===== src/emmb_map.svh =====
// Notes on behaviour
// - Buffer sits after registers; location reported
// - Software request write starts transmission
// - Buffer frozen until device acknowledges completion
// - Header 27:24 selects message kind
// - Header 23:16 is data buffer byte count
// - Data bytes follow message bytes directly
// - Header 15:8 message bytes; zero invalid
// - Enclosure protocol kinds go over I2C link
// - Serial GPIO target uses four-pin bus
// - LED message holds three LEDs per slot
// - Slot LEDs hold until next update
// - Three-bit LED codes, off and on
// - LED value bit fields per LED
// - Byte 1 low nibble is multiplier port
// - Byte 0 port; bit 5 whole enclosure
`ifndef EMMB_MAP_SVH
`define EMMB_MAP_SVH
`define EMMB_REG_WINDOW_WORDS 16'h0040
`define EMMB_BUF_WORDS 8'h40
`define EMMB_BUF_AW 6
`define EMMB_KIND_HI 27
`define EMMB_KIND_LO 24
`define EMMB_PAYLOAD_BYTE_COUNT_HI 23
`define EMMB_PAYLOAD_BYTE_COUNT_LO 16
`define EMMB_MESSAGE_BYTE_COUNT_HI 15
`define EMMB_MESSAGE_BYTE_COUNT_LO 8
`define EMMB_KIND_LED 4'h0
`define EMMB_KIND_SAFTE 4'h1
`define EMMB_KIND_SES 4'h2
`define EMMB_KIND_SGPIO 4'h3
`define EMMB_SUPPORTED 4'hF
`define EMMB_SLOTS 32
`define EMMB_LED_W 9
`define EMMB_ENCL_BIT 5
`define EMMB_CLK_HZ 50000000
`define EMMB_LINK_HZ 6250000
`define EMMB_LINK_DIV (`EMMB_CLK_HZ / `EMMB_LINK_HZ)
`endif


===== src/emmb_pkg.sv =====
package emmb_pkg;
  typedef enum logic [2:0] {
    EMMB_IDLE = 3'h0,
    EMMB_HDR = 3'h1,
    EMMB_BODY = 3'h3,
    EMMB_DRAIN = 3'h2,
    EMMB_DONE = 3'h6
  } emmb_state_t;
endpackage


===== src/emmb_stream_if.sv =====
`timescale 1ns/1ps
`default_nettype none
interface emmb_stream_if;
  logic valid;
  logic ready;
  logic [7:0] data;
  logic last;
  logic [3:0] kind;
  modport src (output valid, output data, output last, output kind,
    input ready);
  modport snk (input valid, input data, input last, input kind,
    output ready);
endinterface
`default_nettype wire


===== src/emmb_link_tx.sv =====
`timescale 1ns/1ps
`default_nettype none
`include "emmb_map.svh"
module emmb_link_tx
  import emmb_pkg::*;
(
  input wire logic i_ref_clk,
  input wire logic i_rst,
  emmb_stream_if.snk s_in,
  input wire logic i_link_clk,
  output logic o_sclk,
  output logic o_sload,
  output logic o_sdata,
  output logic o_i2c_sda_oe,
  output logic o_busy
);
  // -----------------------------------------------------------
  // Two-entry skid buffer
  // -----------------------------------------------------------
  logic [12:0] buf_q [0:1];
  logic [1:0] cnt;
  logic wp, rp;
  logic pop;
  logic [12:0] head;
  assign s_in.ready = (cnt != 2'h2);
  assign head = buf_q[rp];
  always_ff @(posedge i_ref_clk)
  begin
    if (i_rst)
    begin
      cnt <= 2'h0;
      wp <= 1'b0;
      rp <= 1'b0;
    end
    else
    begin
      if (s_in.valid && s_in.ready)
      begin
        buf_q[wp] <= {s_in.kind, s_in.last, s_in.data};
        wp <= ~wp;
      end
      if (pop)
        rp <= ~rp;
      cnt <= cnt + 2'((s_in.valid && s_in.ready) ? 1 : 0)
        - 2'(pop ? 1 : 0);
    end
  end
  // -----------------------------------------------------------
  // Link clock sampling, shift on falling edge
  // -----------------------------------------------------------
  logic lk_s1, lk_s2, lk_s3;
  logic fall;
  always_ff @(posedge i_ref_clk)
  begin
    if (i_rst)
    begin
      lk_s1 <= 1'b0;
      lk_s2 <= 1'b0;
      lk_s3 <= 1'b0;
    end
    else
    begin
      lk_s1 <= i_link_clk;
      lk_s2 <= lk_s1;
      lk_s3 <= lk_s2;
    end
  end
  assign fall = lk_s3 && !lk_s2;
  // -----------------------------------------------------------
  // Byte shifter
  // -----------------------------------------------------------
  logic [7:0] sh;
  logic [3:0] bits;
  logic is_i2c, sh_last;
  logic sh_on;
  assign pop = (bits == 4'h0) && (cnt != 2'h0) && fall;
  always_ff @(posedge i_ref_clk)
  begin
    if (i_rst)
    begin
      sh <= 8'h00;
      bits <= 4'h0;
      is_i2c <= 1'b0;
      sh_last <= 1'b0;
      sh_on <= 1'b0;
      o_sclk <= 1'b0;
      o_sload <= 1'b0;
      o_sdata <= 1'b0;
      o_i2c_sda_oe <= 1'b0;
      o_busy <= 1'b0;
    end
    else
    begin
      // Clock pulses only while a bit is on the wire, never between frames
      o_sclk <= lk_s2 && sh_on;
      // Busy until the last bit's rising edge has reached the target
      o_busy <= (cnt != 2'h0) || (bits != 4'h0) || sh_on ||
        (s_in.valid && s_in.ready);
      if (pop)
      begin
        // Enclosure kinds on the I2C pin, others on four-pin bus
        is_i2c <= (head[12:9] == `EMMB_KIND_SAFTE) ||
          (head[12:9] == `EMMB_KIND_SES);
        sh <= head[7:0];
        sh_last <= head[8];
        bits <= 4'h8;
        sh_on <= 1'b0;
      end
      else if (fall && bits != 4'h0)
      begin
        // Open drain: enable low drives a one
        o_i2c_sda_oe <= is_i2c && !sh[7];
        o_sdata <= !is_i2c && sh[7];
        o_sload <= !is_i2c && sh_last && (bits == 4'h1);
        sh <= {sh[6:0], 1'b0};
        bits <= bits - 4'h1;
        sh_on <= 1'b1;
      end
      else if (fall)
      begin
        o_i2c_sda_oe <= 1'b0;
        o_sload <= 1'b0;
        sh_on <= 1'b0;
      end
    end
  end
endmodule
`default_nettype wire


===== src/emmb_top.sv =====
`timescale 1ns/1ps
`default_nettype none
`include "emmb_map.svh"
module emmb_top
  import emmb_pkg::*;
(
  input wire logic i_ref_clk,
  input wire logic i_rst,
  input wire logic i_buf_we,
  input wire logic [5:0] i_buf_addr,
  input wire logic [31:0] i_buf_wdata,
  input wire logic i_tx_request,
  input wire logic i_link_clk,
  output logic [31:0] o_buffer_location_reg,
  output logic o_tx_pending,
  output logic o_msg_error,
  output logic o_sclk,
  output logic o_sload,
  output logic o_sdata,
  output logic o_i2c_sda_oe,
  output logic [`EMMB_SLOTS*3-1:0] o_act_led,
  output logic [`EMMB_SLOTS*3-1:0] o_locate_led,
  output logic [`EMMB_SLOTS*3-1:0] o_fault_led,
  output logic [2:0] o_encl_value
);
  // -----------------------------------------------------------
  // Message buffer
  // -----------------------------------------------------------
  logic [31:0] mem [0:`EMMB_BUF_WORDS-1];
  logic [31:0] hdr;
  logic [31:0] rd_word;
  logic [`EMMB_BUF_AW-1:0] rd_addr;
  emmb_state_t state;
  // Writes during a pending send are dropped so the frame stays whole
  always_ff @(posedge i_ref_clk)
  begin
    if (i_buf_we && state == EMMB_IDLE)
      mem[i_buf_addr] <= i_buf_wdata;
  end
  assign rd_word = mem[rd_addr];
  always_ff @(posedge i_ref_clk)
  begin
    if (i_rst)
      o_buffer_location_reg <= 32'h0;
    else
      o_buffer_location_reg <= {`EMMB_REG_WINDOW_WORDS, 8'h00,
        `EMMB_BUF_WORDS};
  end
  // -----------------------------------------------------------
  // Header fields
  // -----------------------------------------------------------
  logic [3:0] kind;
  logic [7:0] message_byte_count, payload_byte_count;
  logic [8:0] total;
  assign kind = hdr[`EMMB_KIND_HI:`EMMB_KIND_LO];
  assign payload_byte_count = hdr[`EMMB_PAYLOAD_BYTE_COUNT_HI:`EMMB_PAYLOAD_BYTE_COUNT_LO];
  assign message_byte_count = hdr[`EMMB_MESSAGE_BYTE_COUNT_HI:`EMMB_MESSAGE_BYTE_COUNT_LO];
  // Data bytes follow the message bytes with no gap
  assign total = {1'b0, message_byte_count} + {1'b0, payload_byte_count};
  // -----------------------------------------------------------
  // Sequencer
  // -----------------------------------------------------------
  emmb_stream_if strm ();
  logic [8:0] idx;
  logic [7:0] led_b0, led_b1, led_b2;
  logic bad;
  logic link_busy;
  logic [3:0] kinds_ok;
  assign rd_addr = `EMMB_BUF_AW'((idx + 9'h4) >> 2);
  // Reserved kinds, an empty message or a buffer overrun are refused
  assign kinds_ok = `EMMB_SUPPORTED;
  assign bad = (kind > `EMMB_KIND_SGPIO) || !kinds_ok[kind[1:0]] ||
    (message_byte_count == 8'h00) || (total > 9'(`EMMB_BUF_WORDS * 4 - 4));
  always_ff @(posedge i_ref_clk)
  begin
    if (i_rst)
    begin
      state <= EMMB_IDLE;
      hdr <= 32'h0;
      idx <= 9'h0;
      o_tx_pending <= 1'b0;
      o_msg_error <= 1'b0;
    end
    else
    begin
      case (state)
        EMMB_IDLE:
        begin
          if (i_tx_request)
          begin
            o_tx_pending <= 1'b1;
            o_msg_error <= 1'b0;
            hdr <= mem[0];
            idx <= 9'h0;
            state <= EMMB_HDR;
          end
        end
        EMMB_HDR:
        begin
          if (bad)
          begin
            o_msg_error <= 1'b1;
            state <= EMMB_DONE;
          end
          else if (kind == `EMMB_KIND_LED)
            state <= EMMB_DONE;
          else
            state <= EMMB_BODY;
        end
        EMMB_BODY:
        begin
          if (strm.ready)
          begin
            idx <= idx + 9'h1;
            if (idx + 9'h1 == total)
              state <= EMMB_DRAIN;
          end
        end
        EMMB_DRAIN:
        begin
          if (!link_busy && !strm.valid)
            state <= EMMB_DONE;
        end
        EMMB_DONE:
        begin
          o_tx_pending <= 1'b0;
          state <= EMMB_IDLE;
        end
        default:
          state <= EMMB_IDLE;
      endcase
    end
  end
  always_comb
  begin
    strm.valid = (state == EMMB_BODY);
    strm.last = (idx + 9'h1 == total);
    strm.kind = kind;
    case (idx[1:0])
      2'h0: strm.data = rd_word[7:0];
      2'h1: strm.data = rd_word[15:8];
      2'h2: strm.data = rd_word[23:16];
      default: strm.data = rd_word[31:24];
    endcase
  end
  emmb_link_tx u_link (
    .i_ref_clk(i_ref_clk),
    .i_rst(i_rst),
    .s_in(strm.snk),
    .i_link_clk(i_link_clk),
    .o_sclk(o_sclk),
    .o_sload(o_sload),
    .o_sdata(o_sdata),
    .o_i2c_sda_oe(o_i2c_sda_oe),
    .o_busy(link_busy)
  );
  // -----------------------------------------------------------
  // LED slots
  // -----------------------------------------------------------
  logic led_go;
  logic [4:0] port;
  logic [15:0] value;
  assign led_b0 = mem[1][7:0];
  assign led_b1 = mem[1][15:8];
  assign port = led_b0[4:0];
  assign value = mem[1][31:16];
  assign led_b2 = {4'h0, led_b1[3:0]}; // multiplier port
  assign led_go = (state == EMMB_HDR) && !bad &&
    (kind == `EMMB_KIND_LED);
  always_ff @(posedge i_ref_clk)
  begin
    if (i_rst)
      o_encl_value <= 3'h0;
    else if (led_go && led_b0[`EMMB_ENCL_BIT])
      o_encl_value <= value[2:0];
  end
  genvar g;
  generate
    for (g = 0; g < `EMMB_SLOTS; g++)
    begin : g_slot
      // Only a matching update touches a slot; others hold
      always_ff @(posedge i_ref_clk)
      begin
        if (i_rst)
        begin
          o_act_led[g*3 +: 3] <= 3'h0;
          o_locate_led[g*3 +: 3] <= 3'h0;
          o_fault_led[g*3 +: 3] <= 3'h0;
        end
        else if (led_go && !led_b0[`EMMB_ENCL_BIT] &&
          port == 5'(g) && led_b2 == 8'h00)
        begin
          o_act_led[g*3 +: 3] <= value[2:0];
          o_locate_led[g*3 +: 3] <= value[5:3];
          o_fault_led[g*3 +: 3] <= value[8:6];
        end
      end
    end
  endgenerate
endmodule
`default_nettype wire


===== config.mk =====
export PLATFORM = sky130hd
export DESIGN_NAME = emmb_top
export DESIGN_NICKNAME = d
export VERILOG_FILES = /design/src/emmb_pkg.sv /design/src/emmb_stream_if.sv /design/src/emmb_link_tx.sv /design/src/emmb_top.sv
export VERILOG_INCLUDE_DIRS = /design/src
export SDC_FILE = /design/constraint.sdc
export NUM_CORES = 2
export LEC_CHECK = 0
export BUFFER_PORTS_ARGS = -buffer_cell sky130_fd_sc_hd__buf_2
export CAP_MARGIN = 20
export CELL_PAD_IN_SITES_DETAIL_PLACEMENT = 0
export CELL_PAD_IN_SITES_GLOBAL_PLACEMENT = 1
export CORE_ASPECT_RATIO = 1.25
export CORE_MARGIN = 5
export CORE_UTILIZATION = 45
export CTS_CLUSTER_DIAMETER = 100
export CTS_CLUSTER_SIZE = 30
export DETAILED_ROUTE_END_ITERATION = 12
export GPL_TIMING_DRIVEN = 0
export PLACE_DENSITY_LB_ADDON = 0.1
export RECOVER_POWER = 50
export SETUP_SLACK_MARGIN = 0.15
export SYNTH_ARGS = -nofsm -noshare
export SYNTH_HDL_FRONTEND = slang
export SYNTH_SLANG_ARGS = --single-unit

===== constraint.sdc =====
create_clock -name i_ref_clk -period 4.2 [get_ports i_ref_clk]
set_input_delay 1.26 -clock i_ref_clk [delete_from_list [all_inputs] [get_ports i_ref_clk]]
set_output_delay 1.26 -clock i_ref_clk [all_outputs]
set_load 0.005 [all_outputs]

### Word-level counts from Yosys, hierarchy flattened

Memory sizes are Yosys's and may differ from the RTL's. A register that Yosys moved wholly into a read port is not among the register bits.
Index checks and enable logic that the tools add are counted.

| word-level totals | value |
|---|---|
| bits in registers | 364 |
| bits in writable memories | 2,074 |
| logic and storage cells | 333 |
| memories kept | 2 |

| cells by class | value |
|---|---|
| add/sub/neg operators | 6 |
| $lt $le $gt $ge | 3 |
| equality and inequality tests | 47 |
| multiplexer cells | 36 |
| bitwise operators | 3 |
| reduce and logical (&&, ||, !) cells | 117 |

Memories:

| memory | words | width | read ports | clocked after memory_dff | write ports | line | text |
|---|---|---|---|---|---|---|---|
| mem | 64 | 32 | 3 | 1 | 1 | emmb_top.sv:29 | `` logic [31:0] mem [0:`EMMB_BUF_WORDS-1]; `` |
| u_link.buf_q | 2 | 13 | 1 | 1 | 1 | emmb_link_tx.sv:20 | `logic [12:0] buf_q [0:1];` |

Operator list:

| kind | number |
|---|---|
| $eq 5x5->1 const B | 16 |
| $logic_and 1x1->1 | 80 |
| $eq 5x4->1 const B | 8 |
| $pmux 8 s3 | 1 |
| $mux 23 | 1 |
| $eq 5x3->1 const B | 4 |
| $mux 3 | 6 |
| $mux 9 | 2 |
| $pmux 9 s2 | 1 |
| $mux 1 | 17 |
| $logic_not 8->1 | 2 |
| $mux 8 | 2 |
| $pmux 3 s4 | 1 |
| $reduce_bool 2->1 | 6 |
| $eq 5x2->1 const B | 2 |
| $add 8x8->9 | 1 |
| $add 9x1->9 const B | 1 |
| $eq 9x9->1 | 1 |
| $gt 9x8->1 const B | 1 |
| $add 8x3->8 const B | 1 |
| $eq 4x1->1 const B | 2 |
| $logic_not 1->1 | 8 |
| $logic_not 4->1 | 2 |
| $mux 4 | 2 |
| other kinds (26) | 44 |

### Depth between registers and ports, before layout

| logic depth | value |
|---|---|
| depth in word-level cells | 12 |
| mapped depth | 13 |
| depth with buffers taken out | 11 |

### Hierarchy

From an unflattened synthesis, not the netlist that was laid out.

| unflattened totals | value |
|---|---|
| cell total of the unflattened synthesis | 4,838 |
| area, all modules | 93,678.6 um^2 |

By module, submodules not included:

| module | times used | cells each | area each (um^2) | seq. area each (um^2) |
|---|---|---|---|---|
| emmb_top | 1 | 4,676 | 91,582.8 | 68,025.2 |
| emmb_link_tx | 1 | 162 | 2,095.8 | 1,341.3 |

### Worst setup path after synthesis

No wires, ideal clock.

| timing path | value |
|---|---|
| kind | input -> register |
| start | input port i_buf_addr[4] |
| end | memory mem[22][0], enable pin |
| library setup time | 421 ps |
| arrival | 3,465 ps |
| data required time | 3,779 ps |
| slack | 314 ps |
| cell stages on the path | 4 |
| path buffers | 2 |
| cell sequence | clkbuf_1 or3b_2 clkbuf_1 nor2_1 |

RTL lines:

| element | line | text |
|---|---|---|
| start, declared | emmb_top.sv:10 | `input wire logic [5:0] i_buf_addr,` |
| end, declared | emmb_top.sv:29 |  |

No word-level cell before the write port.

### Worst setup path in the final report

| timing path | value |
|---|---|
| start | register idx[2] |
| end | memory u_link.buf_q[1][4] (data pin) |

| between the ends | value |
|---|---|
| longest elaborated chain between the ends | 3 |

RTL lines:

| element | line | text |
|---|---|---|
| start, declared | emmb_top.sv:64 | `logic [8:0] idx;` |
| start signal, assigned | emmb_top.sv:114 | `idx <= idx + 9'h1;` |
| $add 8x3->8 | emmb_top.sv:69 | `` assign rd_addr = `EMMB_BUF_AW'((idx + 9'h4) >> 2); `` |
| $mem_v2 64x32 | n/a |  |
| $pmux 8 s3 | emmb_top.sv:139 | `case (idx[1:0])` |
| net strm.data[4] | emmb_stream_if.sv:6 | `logic [7:0] data;` |
| end, declared | emmb_link_tx.sv:20 |  |

The timed path passes the listed nets, and every way through them passes these cells.

==> flow_metrics.env <==
export IMPL_drt_total_wl_um=336000
export IMPL_criticalPathCategory="flip-flop to flip-flop"
export IMPL_crit_fanout=10
export IMPL_synthCells=5176
export IMPL_placedInstanceArea_sq_um=103000
export IMPL_ys_types=73
export IMPL_die_height_um=521
export IMPL_fin_area_sq_um=106000
export IMPL_initial_core_util_pct=45.3
export IMPL_cap_violations=40
export IMPL_clock_latency_ns=0.81
export IMPL_comb_power_share_pct=4.3
export IMPL_post_drt_wl_per_cell_um=39.0
export IMPL_fmax_mhz=243
export IMPL_critical_path_max_stage_delay_ns=0.63
export IMPL_drive_above_1_share_pct=22.3
export IMPL_ioPinCount=372
export IMPL_top_register="mem"
export IMPL_drc=0
export IMPL_hold_viol=0
export IMPL_nets=5876
export IMPL_yosys_register_bits=2428
export IMPL_routabilityCongestion=0.853
export IMPL_status="finished, violations left"
export IMPL_post_route_period_util_pct=97.8
export IMPL_ys_async_sr_fraction_pct=0
export IMPL_p_leak_nw=35.2
export IMPL_antenna_found_initial=16
export IMPL_relSlewSlack_pct=-91.5
export IMPL_p_sw_mw=8.78
export IMPL_cell_internal_pwr_mw=31.1
export IMPL_path_clk_slew_ns=0.12
export IMPL_cp_slowest_cell="a31oi_1"
export IMPL_ant_nets=0
export IMPL_p_clk_share_pct=29.3
export IMPL_min_delay_path_depth=1
export IMPL_clock_skew_final_ns=0.0554
export IMPL_hp_start="u_link.o_busy$_SDFF_PP0_"
export IMPL_drv_slew=1661
export IMPL_die_area_sq_um=218000
export IMPL_cts_buffer_depth=3
export IMPL_largest_register_ff_count=2048
export IMPL_grt_max_degree=65
export IMPL_num_rows=187
export IMPL_cts_sinks=2428
export IMPL_crit_chain="buf_2, buf_6, buf_4, nand3_2, xnor2_4, nand2_1, a31oi_1, nand4_1, nand2_1, o32a_1"
export IMPL_power_frac_seq_pct=66.4
export IMPL_clockRootBuffer="clkbuf_16"
export IMPL_r2r_worst_path_cells=10
export IMPL_crit_path_start_kind="flip-flop"
export IMPL_cp_arrival_ns=4.66
export IMPL_vias=53900
export IMPL_cts_inserted_buffers=92
export IMPL_synth_ff_type="edfxtp_1"
export IMPL_viasPerCell=6.26
export IMPL_hpwl_um=235000
export IMPL_rsz0062_at_grt="true"
export IMPL_period_needed_ns=4.11
export IMPL_syn2layout_area_growth_pct=12.7
export IMPL_worst_pin_slew_ns=2.87
export IMPL_drtIter0Drc=8017
export IMPL_reg2reg_from="idx[2]$_SDFFE_PP0P_"
export IMPL_violations="capacitance limit, slew limit"
export IMPL_yosysTopAreaCell="edfxtp_1"
export IMPL_synth_area_sq_um=94000
export IMPL_ir_drop_uv=321
export IMPL_synth_edff_count=2074
export IMPL_portBuffers=337
export IMPL_postSynthAreaPerCell_sq_um=18.2
export IMPL_critPathCaptureType="flip-flop"
export IMPL_ys_top_cells_by_area="edfxtp_1 66%, mux4_2 12%, dfxtp_1 7.5%"
export IMPL_synth_top_cell_area_share_pct=66.2
export IMPL_regToRegSetupSlack_ns=0.09
export IMPL_grt_pass1_wl_um=451000
export IMPL_grt_ovfl_total=0
export IMPL_htreeDepth=3
export IMPL_p_per_area_nw_per_um2=376
export IMPL_cts_tree="built"
export IMPL_die_x_um=419
export IMPL_yosysSeqAreaShare_pct=73.8
export IMPL_hold_class="flip-flop to flip-flop"
export IMPL_firstDrtPassIters=5
export IMPL_core_area_sq_um=208000
export IMPL_grt_use_total_pct=30.3
export IMPL_switching_share_pct=22.0
export IMPL_critPathRequiredTime_ns=4.76
export IMPL_setup_tns_ns=0
export IMPL_fillers=17100
export IMPL_finalSetupViolations=0
export IMPL_synth_warning_count=0
export IMPL_startpoint="idx[2]$_SDFFE_PP0P_"
export IMPL_grt_pass1_vias=51800
export IMPL_crit_top_cell="nand2_1"
==> through the flow <==
stage / util, % / power [mW] / setup WS, ns / hold WS, ns / std cells
after global placement: 47.8 / 28.5 / -4.28 / 0.412 / 8282
after floorplan: - / 27.7 / 0.314 / 0.395 / 5205
final: 51.0 / 39.9 / 0.0930 / 0.435 / 8608
after CTS: 51.2 / 40.0 / 0.151 / 0.436 / 8582
after global routing: 51.0 / 40.9 / 0.103 / 0.440 / 8602
after detailed placement: 49.7 / 28.7 / -1.24 / 0.418 / 8443
==> cells in the mapped netlist, drive strengths merged, types with 4 or more instances <==
| cell type | count |
|---|---|
| clkbuf | 156 |
| nor2b | 10 |
| a221oi | 7 |
| mux2i | 321 |
| a211oi | 4 |
| dfxtp | 354 |
| buf | 202 |
| nor2 | 420 |
| xor2 | 13 |
| nor3 | 17 |
| nand2 | 513 |
| o21ai | 11 |
| nand4 | 31 |
| and2 | 5 |
| and3 | 57 |
| edfxtp | 2074 |
| mux4 | 521 |
| xnor2 | 23 |
| nand3 | 142 |
| nor4 | 9 |
| o211ai | 37 |
| a22oi | 4 |
| ha | 17 |
| a21oi | 52 |
| a32oi | 22 |
| a311oi | 32 |
| inv | 17 |
| or2 | 4 |
| a31oi | 50 |
==> cell families (layout without fill, tap and decap cells) <==
| group | after synthesis | count (layout) | share of synthesized area (%) |
|---|---|---|---|
| adders and majority gates | 18 | 18 | 0.248 |
| and+or+nand+nor | 1229 | 1229 | 5.59 |
| AOI/OAI and AO/OA | 246 | 246 | 1.99 |
| xor gates and xnor gates | 36 | 36 | 0.367 |
| buffers and inverters | 376 | 1029 | 2.12 |
| DFF | 2428 | 2428 | 73.8 |
| muxes | 842 | 842 | 15.9 |
| other | 1 | 40 | 0.00399 |
==> cell usage in the layout (no fill, tap or decap), types with 37 or more instances in the layout <==
cell type / n
buf_2: 176
buf_12: 89
nand3_1: 139
nand2_1: 511
and3_1: 57
buf_16: 39
nor2_1: 349
mux4_2: 521
buf_4: 118
edfxtp_1: 2074
clkbuf_16: 95
clkbuf_2: 37
dfxtp_1: 354
mux2i_1: 321
a31oi_1: 38
a21oi_1: 45
clkbuf_1: 387
nor2_4: 66
==> worst paths after layout <==
kind	to
max	u_link.buf_q[1][4]$_DFFE_PP_
min reg2reg	state[2]$_SDFFE_PP0P_
max reg2reg	u_link.buf_q[1][4]$_DFFE_PP_
min	state[2]$_SDFFE_PP0P_
==> critical path: cells and delay by family, from the launching register on <==
kind                   cells  cell delay, ns
AND/OR/NAND/NOR            4            1.30
XOR/XNOR                   1            0.31
buffers and inverters      3            0.78
AO/OA/AOI/OAI              2            1.09
flip-flops                 1            0.35
==> power by group through the flow <==
stage / logic (mW) / registers (mW) / clock network [mW]
after floorplan: 0.773 / 27.0 / 0
after global placement: 1.53 / 27.0 / 0
after detailed placement: 1.73 / 27.0 / 0
after CTS: 1.74 / 26.4 / 11.8
after global routing: 1.82 / 26.5 / 12.6
final: 1.72 / 26.5 / 11.7
==> layer usage <==
metal | GRT usage (%) | wire length (um) | vias to the layer above
met5 | 0 | 61 | -
li1 | - | - | 21400
met3 | 5.48 | 31400 | 669
met1 | 39.7 | 124000 | 28600
met4 | 14.2 | 20300 | 10
met2 | 49.7 | 159000 | 3218
==> what timing repair did <==
item,4_1_cts,5_1_grt
resized for setup,161,24
pin swaps,3,3
gates cloned,0,0
setup buffers,3,1
hold buffers,0,0
setup endpoints to repair,16,16
==> area by class of cell <==
class,count,area (sq um),share of cell area [%]
flip-flops and latches,2428,69400,65.5
multi-input cells,2401,23600,22.3
repair buffers,517,4660,4.40
well taps,2740,3430,3.24
clock buffers,128,2500,2.36
plain buffers,357,2160,2.04
clock inverters,9,143,0.135
inverters,18,67.6,0.0638
diodes,10,25.0,0.0236
(Power assumes the default switching activity.)
